[src/verilog/atr_defines.svh]
// Register map, field positions and reset values for the antenna trim registers
`ifndef ATR_DEFINES_SVH
`define ATR_DEFINES_SVH
// Register indices; byte address is four times the index
`define ATR_IDX_CONV_RESULT 8'h20
`define ATR_IDX_TRIM_CTRL 8'h21
`define ATR_IDX_PHASE_TARGET 8'h22
`define ATR_IDX_CAL_RESULT 8'h23
`define ATR_IDX_IRQ_STATUS 8'h30
`define ATR_IDX_IRQ_MASK 8'h31
// Field positions
`define ATR_TRIM_SRC_BIT 7
`define ATR_TRIM_MAN_MSB 6
`define ATR_TRIM_MAN_LSB 3
`define ATR_CAL_TRIM_MSB 7
`define ATR_CAL_TRIM_LSB 4
`define ATR_CAL_ERR_BIT 3
// Interrupt status bits
`define ATR_IRQ_CONV_BIT 0
`define ATR_IRQ_CAL_BIT 1
`define ATR_IRQ_ERR_BIT 2
// Reset values and trim control write mask
`define ATR_RST_CONV 8'h00
`define ATR_RST_TRIM_CTRL 8'h00
`define ATR_RST_PHASE_TARGET 8'h80
`define ATR_RST_CAL_RESULT 8'h00
`define ATR_TRIM_CTRL_WMASK 8'hf8
`endif

[src/verilog/atr_pkg.sv]
// Types shared by the antenna trim register block
package atr_pkg;
   typedef struct packed {
      logic [3:0] trim;
      logic err;
   } atr_cal_t;
   typedef struct packed {
      logic [3:0] group_one;
      logic [3:0] group_two;
   } atr_trim_pins_t;
endpackage

[src/verilog/atr_regs.sv]
// Antenna trim and conversion result register bank with APB slave
//
// Decided for this implementation: the APB interface to the registers.
`include "atr_defines.svh"
`timescale 1ns/1ps
`default_nettype none
module atr_regs
   import atr_pkg::*;
(
   input wire logic i_clk_sys, // 200 MHz system clock
   input wire logic i_arst_n, // Async reset, active low
   input wire logic i_psel, // APB select
   input wire logic i_penable, // APB enable
   input wire logic i_pwrite, // APB direction
   input wire logic [11:0] i_paddr, // APB byte address
   input wire logic [31:0] i_pwdata, // APB write data
   output logic o_pready, // APB ready
   output logic [31:0] o_prdata, // APB read data
   output logic o_pslverr, // APB error
   input wire logic i_set_default, // Restore-defaults pulse
   input wire logic i_conv_done, // Conversion done pulse
   input wire logic [7:0] i_conv_data, // Conversion value
   input wire logic i_cal_done, // Calibration done pulse
   input wire atr_cal_t i_cal_result, // Calibration outcome
   output logic [7:0] o_phase_target, // Target phase to calibrator
   output atr_trim_pins_t o_trim_pins, // Trim switch drives
   output logic o_irq // Level interrupt
);
   // ----------------------------------------
   // Bus decode
   // ----------------------------------------
   logic [7:0] conv_reg, conv_next;
   logic [7:0] trim_ctrl_reg, trim_ctrl_next;
   logic [7:0] target_reg, target_next;
   logic [7:0] cal_reg, cal_next;
   logic [2:0] irq_mask_reg, irq_mask_next;
   logic [2:0] irq_stat;
   logic [31:0] rdata_next;
   logic [3:0] trim_sel;
   wire acc = i_psel && i_penable && !o_pready;
   // Writes land at the edge where the master sees pready high
   wire wr = i_psel && i_penable && o_pready && i_pwrite;
   wire [9:0] idx = i_paddr[11:2];
   wire hit_conv = idx == {2'b00, `ATR_IDX_CONV_RESULT};
   wire hit_trim = idx == {2'b00, `ATR_IDX_TRIM_CTRL};
   wire hit_tgt = idx == {2'b00, `ATR_IDX_PHASE_TARGET};
   wire hit_cal = idx == {2'b00, `ATR_IDX_CAL_RESULT};
   wire hit_stat = idx == {2'b00, `ATR_IDX_IRQ_STATUS};
   wire hit_mask = idx == {2'b00, `ATR_IDX_IRQ_MASK};
   wire mapped = hit_conv | hit_trim | hit_tgt | hit_cal | hit_stat | hit_mask;
   wire aligned = i_paddr[1:0] == 2'b00;
   wire bad = !mapped || !aligned || (i_pwrite && (hit_conv || hit_cal));
   wire wr_ok = wr && !bad;

   // ----------------------------------------
   // Register next values
   // ----------------------------------------
   // latest conversion
   assign conv_next = i_set_default ? `ATR_RST_CONV : (i_conv_done ? i_conv_data : conv_reg);
   assign trim_ctrl_next = i_set_default ? `ATR_RST_TRIM_CTRL :
      ((wr_ok && hit_trim) ? (i_pwdata[7:0] & `ATR_TRIM_CTRL_WMASK) : trim_ctrl_reg);
   assign target_next = i_set_default ? `ATR_RST_PHASE_TARGET :
      ((wr_ok && hit_tgt) ? i_pwdata[7:0] : target_reg);
   // result and error as one word
   assign cal_next = i_set_default ? `ATR_RST_CAL_RESULT :
      (i_cal_done ? {i_cal_result.trim, i_cal_result.err, 3'b000} : cal_reg);
   assign irq_mask_next = (wr_ok && hit_mask) ? i_pwdata[2:0] : irq_mask_reg;
   assign trim_sel = trim_ctrl_reg[`ATR_TRIM_SRC_BIT] ?
      trim_ctrl_reg[`ATR_TRIM_MAN_MSB:`ATR_TRIM_MAN_LSB] :
      cal_reg[`ATR_CAL_TRIM_MSB:`ATR_CAL_TRIM_LSB];
   assign rdata_next = !i_pwrite && !bad ? {24'h000000,
      ({8{hit_conv}} & conv_reg) | ({8{hit_trim}} & trim_ctrl_reg) |
      ({8{hit_tgt}} & target_reg) | ({8{hit_cal}} & cal_reg) |
      ({8{hit_stat}} & {5'h00, irq_stat}) | ({8{hit_mask}} & {5'h00, irq_mask_reg})} : 32'h0;

   // ----------------------------------------
   // Interrupt status
   // ----------------------------------------
   wire [2:0] ev = {i_cal_done && i_cal_result.err, i_cal_done, i_conv_done};
   wire [2:0] clr = (wr_ok && hit_stat) ? i_pwdata[2:0] : 3'b000;
   genvar g;
   generate
      for (g = 0; g < 3; g++) begin : g_irq
         atr_sticky_bit u_bit (
            .i_clk_sys(i_clk_sys),
            .i_arst_n(i_arst_n),
            .i_set(ev[g]),
            .i_clr(clr[g]),
            .o_flag(irq_stat[g])
         );
      end
   endgenerate

   // ----------------------------------------
   // Flip-flops
   // ----------------------------------------
   always_ff @(posedge i_clk_sys or negedge i_arst_n) begin
      if (!i_arst_n) begin
         conv_reg <= `ATR_RST_CONV;
         trim_ctrl_reg <= `ATR_RST_TRIM_CTRL;
         target_reg <= `ATR_RST_PHASE_TARGET;
         cal_reg <= `ATR_RST_CAL_RESULT;
         irq_mask_reg <= 3'h0;
      end else begin
         conv_reg <= conv_next;
         trim_ctrl_reg <= trim_ctrl_next;
         target_reg <= target_next;
         cal_reg <= cal_next;
         irq_mask_reg <= irq_mask_next;
      end
   end

   always_ff @(posedge i_clk_sys or negedge i_arst_n) begin
      if (!i_arst_n) begin
         o_pready <= 1'b0;
         o_prdata <= 32'h0;
         o_pslverr <= 1'b0;
      end else begin
         o_pready <= acc;
         o_pslverr <= acc && bad;
         if (acc) begin
            o_prdata <= rdata_next;
         end
      end
   end

   always_ff @(posedge i_clk_sys or negedge i_arst_n) begin
      if (!i_arst_n) begin
         o_trim_pins <= '0;
         o_phase_target <= `ATR_RST_PHASE_TARGET;
         o_irq <= 1'b0;
      end else begin
         o_trim_pins <= {trim_sel, trim_sel};
         o_phase_target <= target_reg;
         o_irq <= |(irq_stat & irq_mask_reg);
      end
   end
endmodule
`default_nettype wire

[src/verilog/atr_sticky_bit.sv]
// One sticky interrupt status bit, set wins over clear
`timescale 1ns/1ps
`default_nettype none
module atr_sticky_bit (
   input wire logic i_clk_sys, // System clock
   input wire logic i_arst_n, // Async reset, active low
   input wire logic i_set, // Event pulse
   input wire logic i_clr, // Write-one-to-clear
   output logic o_flag // Sticky flag
);
   always_ff @(posedge i_clk_sys or negedge i_arst_n) begin
      if (!i_arst_n) begin
         o_flag <= 1'b0;
      end else if (i_set) begin
         o_flag <= 1'b1;
      end else if (i_clr) begin
         o_flag <= 1'b0;
      end
   end
endmodule
`default_nettype wire
[config.mk]
export PLATFORM = sky130hd
export DESIGN_NAME = atr_regs
export DESIGN_NICKNAME = d
export VERILOG_FILES = /design/src/verilog/atr_pkg.sv /design/src/verilog/atr_regs.sv /design/src/verilog/atr_sticky_bit.sv
export VERILOG_INCLUDE_DIRS = /design/src /design/src/verilog
export SDC_FILE = /design/constraint.sdc
export NUM_CORES = 1
export LEC_CHECK = 0
export CORE_ASPECT_RATIO = 0.5
export CORE_MARGIN = 4
export CORE_UTILIZATION = 45
export DETAILED_ROUTE_END_ITERATION = 10
export DONT_BUFFER_PORTS = 1
export SETUP_SLACK_MARGIN = 0.4
export SYNTH_ARGS = -nofsm -noshare
export SYNTH_HDL_FRONTEND = slang
export SYNTH_HIERARCHICAL = 1
export SYNTH_SLANG_ARGS = --single-unit
[constraint.sdc]
create_clock -name i_clk_sys -period 1.4 [get_ports i_clk_sys]
set_input_delay 0.28 -clock i_clk_sys [delete_from_list [all_inputs] [get_ports i_clk_sys]]
set_output_delay 0.28 -clock i_clk_sys [all_outputs]
set_load 0.005 [all_outputs]
## Word-level counts from Yosys, hierarchy flattened

Cells that the tools add are included.

| storage, ports and cells | value |
|---|---|
| bits of input ports | 65 |
| register bits | 85 |
| output and inout bits | 51 |
| word-level logic and storage cells | 84 |

| cells by class | value |
|---|---|
| reductions and logical operators | 30 |
| multiplexer cells | 17 |
| bitwise logic cells | 17 |
| eq/ne operators | 6 |

Operators by type and width:

| kind | count |
|---|---|
| $mux W8 | 9 |
| $eq A10 B6 Y1 const B | 6 |
| $or A8 B8 Y8 | 5 |
| $and A8 B8 Y8 | 4 |
| $and A8 B3 Y8 | 2 |
| $reduce_bool A2 Y1 | 7 |
| $logic_and A1 B1 Y1 | 13 |
| $mux W1 | 6 |
| $logic_not A1 Y1 | 5 |
| $or A1 B1 Y1 | 5 |
| $mux W4 | 1 |
| $and A3 B3 Y3 | 1 |
| $logic_or A1 B1 Y1 | 3 |
| $mux W3 | 1 |
| $reduce_or A3 Y1 | 1 |
| $logic_not A2 Y1 | 1 |

## Logic depth before layout (Yosys ltp)

| depth | value |
|---|---|
| depth after elaboration | 15 |
| depth in mapped cells | 7 |
| gate-level depth less buffers | 6 |

## Hierarchy

The synthesis kept the hierarchy.

By module, submodules not included:

| module | sequential area each (um^2) | cells an instance | area an instance (um^2) | times used |
|---|---|---|---|---|
| atr_regs | 1303.8 | 239 | 2637.5 | 1 |
| atr_sticky_bit | 25.0 | 3 | 36.3 | 3 |

## Worst setup path before layout

No wires, ideal clock.

| timing | value |
|---|---|
| kind | in2reg |
| start point | input i_paddr[9] |
| end point | register g_irq[0].u_bit.o_flag |
| path slack | -86 ps |
| path buffers | 1 |
| arrival time | 1368 ps |
| required time | 1282 ps |
| library setup time | 118 ps |
| stages on the path | 7 |
| cells stage by stage | nor4_4 -> and3_1 -> buf_6 -> and3_2 -> and2_1 -> inv_1 -> a21o_1 |

| between the ends | value |
|---|---|
| word-level cells in the longest chain between the ends | 14 |
| elaborated cells between the ends (all ways) | 21 |
| those cells by class | eq/ne (6); mux (1); bitwise (5); reduce/logical (9) |

RTL lines:

| item | RTL line | RTL |
|---|---|---|
| from (decl) | atr_regs.sv:15 | `input wire logic [11:0] i_paddr,` |
| $eq A10 B6 Y1, on equally long branches | atr_regs.sv:44, atr_regs.sv:45 |  |
| $or A1 B1 Y1 (5 in series) | atr_regs.sv:50 | `wire mapped = hit_conv \| hit_trim \| hit_tgt \| hit_cal \| hit_stat \| hit_mask;` |
| $logic_not A1 Y1 | atr_regs.sv:52 | `wire bad = !mapped \|\| !aligned \|\| (i_pwrite && (hit_conv \|\| hit_cal));` |
| $logic_or A1 B1 Y1 (2 in series) | atr_regs.sv:52 |  |
| $logic_not A1 Y1 | atr_regs.sv:53 | `wire wr_ok = wr && !bad;` |
| $logic_and A1 B1 Y1 | atr_regs.sv:53 |  |
| $logic_and A1 B1 Y1 (*) | atr_regs.sv:80 | `wire [2:0] clr = (wr_ok && hit_stat) ? i_pwdata[2:0] : 3'b000;` |
| $mux W3 (*) | atr_regs.sv:80 |  |
| via clr[0] | atr_regs.sv:80 |  |
| $reduce_bool A2 Y1 (no source line) (*) | - |  |
| to (signal assigned) | atr_sticky_bit.sv:13 | `o_flag <= 1'b0;` |
| to (signal assigned) | atr_sticky_bit.sv:15 | `o_flag <= 1'b1;` |
| to (signal assigned) | atr_sticky_bit.sv:17 | `o_flag <= 1'b0;` |
| to (decl) | atr_sticky_bit.sv:9 | `output logic o_flag` |

The timed path passes the listed nets; every way through them passes the cells marked *.
A chain may end at the register's enable or synchronous reset.

## Worst setup path in the final report

| timing | value |
|---|---|
| start point | register o_pready |
| end point | register irq_mask_reg[2] |

| between the ends | value |
|---|---|
| word-level cells in the longest chain between the ends | 4 |

RTL lines:

| item | RTL line | RTL |
|---|---|---|
| from (decl) | atr_regs.sv:17 | `output logic o_pready,` |
| from (signal assigned) | atr_regs.sv:115 | `o_pready <= 1'b0;` |
| from (signal assigned) | atr_regs.sv:119 | `o_pready <= acc;` |
| $logic_and A1 B1 Y1 (2 in series) | atr_regs.sv:42 | `wire wr = i_psel && i_penable && o_pready && i_pwrite;` |
| $logic_and A1 B1 Y1 | atr_regs.sv:53 |  |
| $logic_and A1 B1 Y1 | atr_regs.sv:67 | `assign irq_mask_next = (wr_ok && hit_mask) ? i_pwdata[2:0] : irq_mask_reg;` |
| to (signal assigned) | atr_regs.sv:109 | `irq_mask_reg <= irq_mask_next;` |
| to (decl) | atr_regs.sv:36 | `logic [2:0] irq_mask_reg, irq_mask_next;` |

Every way passes these cells.

==> run metrics <==
first drt pass iteration count 4; outcome finished with violations; critical-path cell list and4_4 > and3b_2 > nand3_4 > mux2_4; Compound-Gate Fraction of Synth Area 9.385%; global route overflow 0; CP Capture Type flop; root buffer cell clkbuf_16; Internal Power 2369 uW; cell taking the most area after synthesis dfrtp_1; Power Density 984.9 mW/mm^2; CP Data Arrival Time 1570 ps; placed cells 312; CORE AREA 0.005682 sq mm; Net Sw Frac 21.71%; GP Congestion 0.7956; synth unique cells 42; final std cells w/o fill 326; CTS max path bufs 2; die area 0.007493 sq mm; Mapped Area 0.002746 sq mm; R2R Path Start o_pready$_DFF_PN0_; Worst R2R Setup Slack 1 ps; Final nets 318; Fmax 0.7148 GHz; Final min period 1399 ps; most common cell after layout, fill and taps aside dfrtp_1; largest family of logic cells by synthesized area simple AND/OR/NAND/NOR gates; Avg WL per Cell 19.02 um; Worst Hold Class in -> async; clock sink count 55; CP Launch Point o_pready$_DFF_PN0_; Clock Power Share 40.5%; fin. max-slew vios 0; Largest stage delay, worst path 380 ps; worst vdd ir 0.0005799 V; sw power 656.7 uW; DPL Wire Length 4424 um; crit-path max FO 4; RSZ-0062 raised after global routing true; CP required 1570 ps; Chip Width 118.5 um; final setup fails 0; mean area per synthesized cell 11.07 sq um; vias in the first global route 1,847; pin count of the biggest net entering global routing 56; Routed WL 6201 um; DRT antenna net count 0; post-synthesis mux area share 12.85%; Startpoint Class flop; CP endpoint irq_mask_reg[2]$_DFFE_PN0P_; initial DRC count 157; CTS tree built; total CTS buffers 5; skew final 7.694 ps; Worst-path clk slew 70 ps; Slowest-stage cell, CP dfrtp_1; Die Y 63.24 um; PortBufs 0; synth warn 6; combinational power share 5.2%; fraction of synthesized cell area taken by the top area cell type 48.29%; vias per cell 5.482; antenna violations before repair 0; IO Pins 116; # diodes 0; first-pass GRT wire length 9894 um; H-Tree Depth 2; Final Power 3025 uW; P&R area growth vs syn 11.85%; top post-synthesis cells by area dfrtp_1 (48%), buf_4 (7.9%), mux2i_1 (5.5%); reg2reg path depth 4; Core Rows 19; Synth Instances 248; Initial Utilization 48.34%; Hold Slack -324.8 ps; worst-skew pair later-pin latency 290 ps; Seq/Total Area, Yosys 50.21%; Total GRT Usage 16.86%; share of post-route cells with drive strength above 1 32.81%; reg-to-reg endpoint irq_mask_reg[2]$_DFFE_PN0P_; WS Path Type reg -> reg; Leakage Power 0.001382 uW; xor/xnor share of the synthesized area 0.3189%; Simple-Gate Fraction of Synth Area 15.08%; #FFs+latches synth 55; violated checks hold timing; Hold Violations, Final 55; period utilization 99.92%; Max-Cap Viols 0; Sequential Power Share 54.3%; adder-cell share of the synthesized area 0%; most frequent cells in the layout dfrtp_1 (53), conb_1 (24), mux2i_1 (15), nor2_1 (14), a21oi_2 (13); vias 1,787; Post-route DRC 0
-- metrics by stage --
| step | hold slack [ps] | cell area (sq um) | util [%] | worst slack [ps] | setup TNS, ps |
|---|---|---|---|---|---|
| 3_3_place_gp | -13.94 | 2731 | 48.07 | -49.94 | -195.7 |
| 4_1_cts | -329.4 | 3019 | 53.14 | 26.84 | 0 |
| 5_1_grt | -343.6 | 3072 | 54.06 | -52.18 | -362.4 |
| 6_report | -324.8 | 3072 | 54.06 | 1.093 | 0 |
| 3_5_place_dp | -13.22 | 2731 | 48.07 | -71.11 | -346.3 |
| 2_1_floorplan | -15.59 | 2864 | - | -75.33 | -273.5 |
-- area by class of cell --
cell class              instances  area (sq um)
clock buffers                   5         125.1
clock inverters                 2         17.52
fillers                       477          2610
inverters                      11         41.29
multi-input cells             163          1271
flip-flops and latches         55          1379
well taps                      73         91.34
repair buffers                 17         146.4
-- how the worst min path moves through the flow --
| stage | from | endpoint | slack, ps | depth (start not counted) |
|---|---|---|---|---|
| after global placement | i_arst_n | o_irq$_DFF_PN0_ | -10 | 0 |
| after floorplan | i_arst_n | cal_reg[3]$_DFFE_PN0P_ | -20 | 0 |
| after detailed placement | i_arst_n | o_irq$_DFF_PN0_ | -10 | 0 |
| after CTS | i_arst_n | o_trim_pins[6]$_DFF_PN0_ | -330 | 0 |
| after global routing | i_arst_n | conv_reg[3]$_DFFE_PN0P_ | -340 | 0 |
| final | i_arst_n | conv_reg[3]$_DFFE_PN0P_ | -320 | 0 |
-- kinds of logic (layout without fill, tap and decap cells) --
kind of cell	after synthesis	after routing
other	1	24
and+or+nand+nor	65	65
AOI/OAI and AO/OA	46	46
xor gates and xnor gates	1	1
muxes	27	27
buffers and inverters	53	35
DFF	55	55
-- cells in the mapped netlist (all sizes together) --
master / number
conb: 1
and2: 5
nor3b: 3
a21o: 5
nor3: 1
o21bai: 1
and4: 2
a211oi: 1
mux4: 5
o21ai: 22
dfstp: 2
inv: 11
nor4: 1
nand3b: 2
nand2: 9
and3b: 2
nor4b: 1
nor2: 14
xnor2: 1
or2: 2
mux2i: 15
and4bb: 1
a221o: 1
a21oi: 15
nand4b: 5
and3: 3
dfrtp: 53
nand4: 3
clkbuf: 8
nand3: 11
buf: 34
a222oi: 1
mux2: 7
-- power by group through the flow --
stage,clock network (uW),registers (uW),logic (uW)
final,1230,1640,158
after global routing,1320,1650,174
after CTS,1250,1640,150
after detailed placement,0,1670,137
after global placement,0,1670,134
after floorplan,0,1660,214
-- critical path, delay by kind of cell, from the launching register on --
| kind | cells | cell delay, ps |
|---|---|---|
| DFF | 1 | 380 |
| muxes | 1 | 310 |
| and+or+nand+nor | 3 | 590 |
-- per-layer routing --
layer	vias up	wire (um)	share of wire, %	global-route usage (%)
met2	64	2917	47	26.94
li1	826	-	-	-
met4	0	60	0.97	5.483
met5	-	0	0	0
met1	890	2689	43	21.57
met3	7	533	8.6	5.987
-- what timing repair did --
action | in CTS | in global routing
setup buffers | 4 | 3
endpoints found under the hold margin | 55 | 55
pin swaps | 24 | 5
resized for setup | 33 | 11
setup endpoints to repair | 32 | 42
No activity file was read; power rests on OpenSTA's default activity.
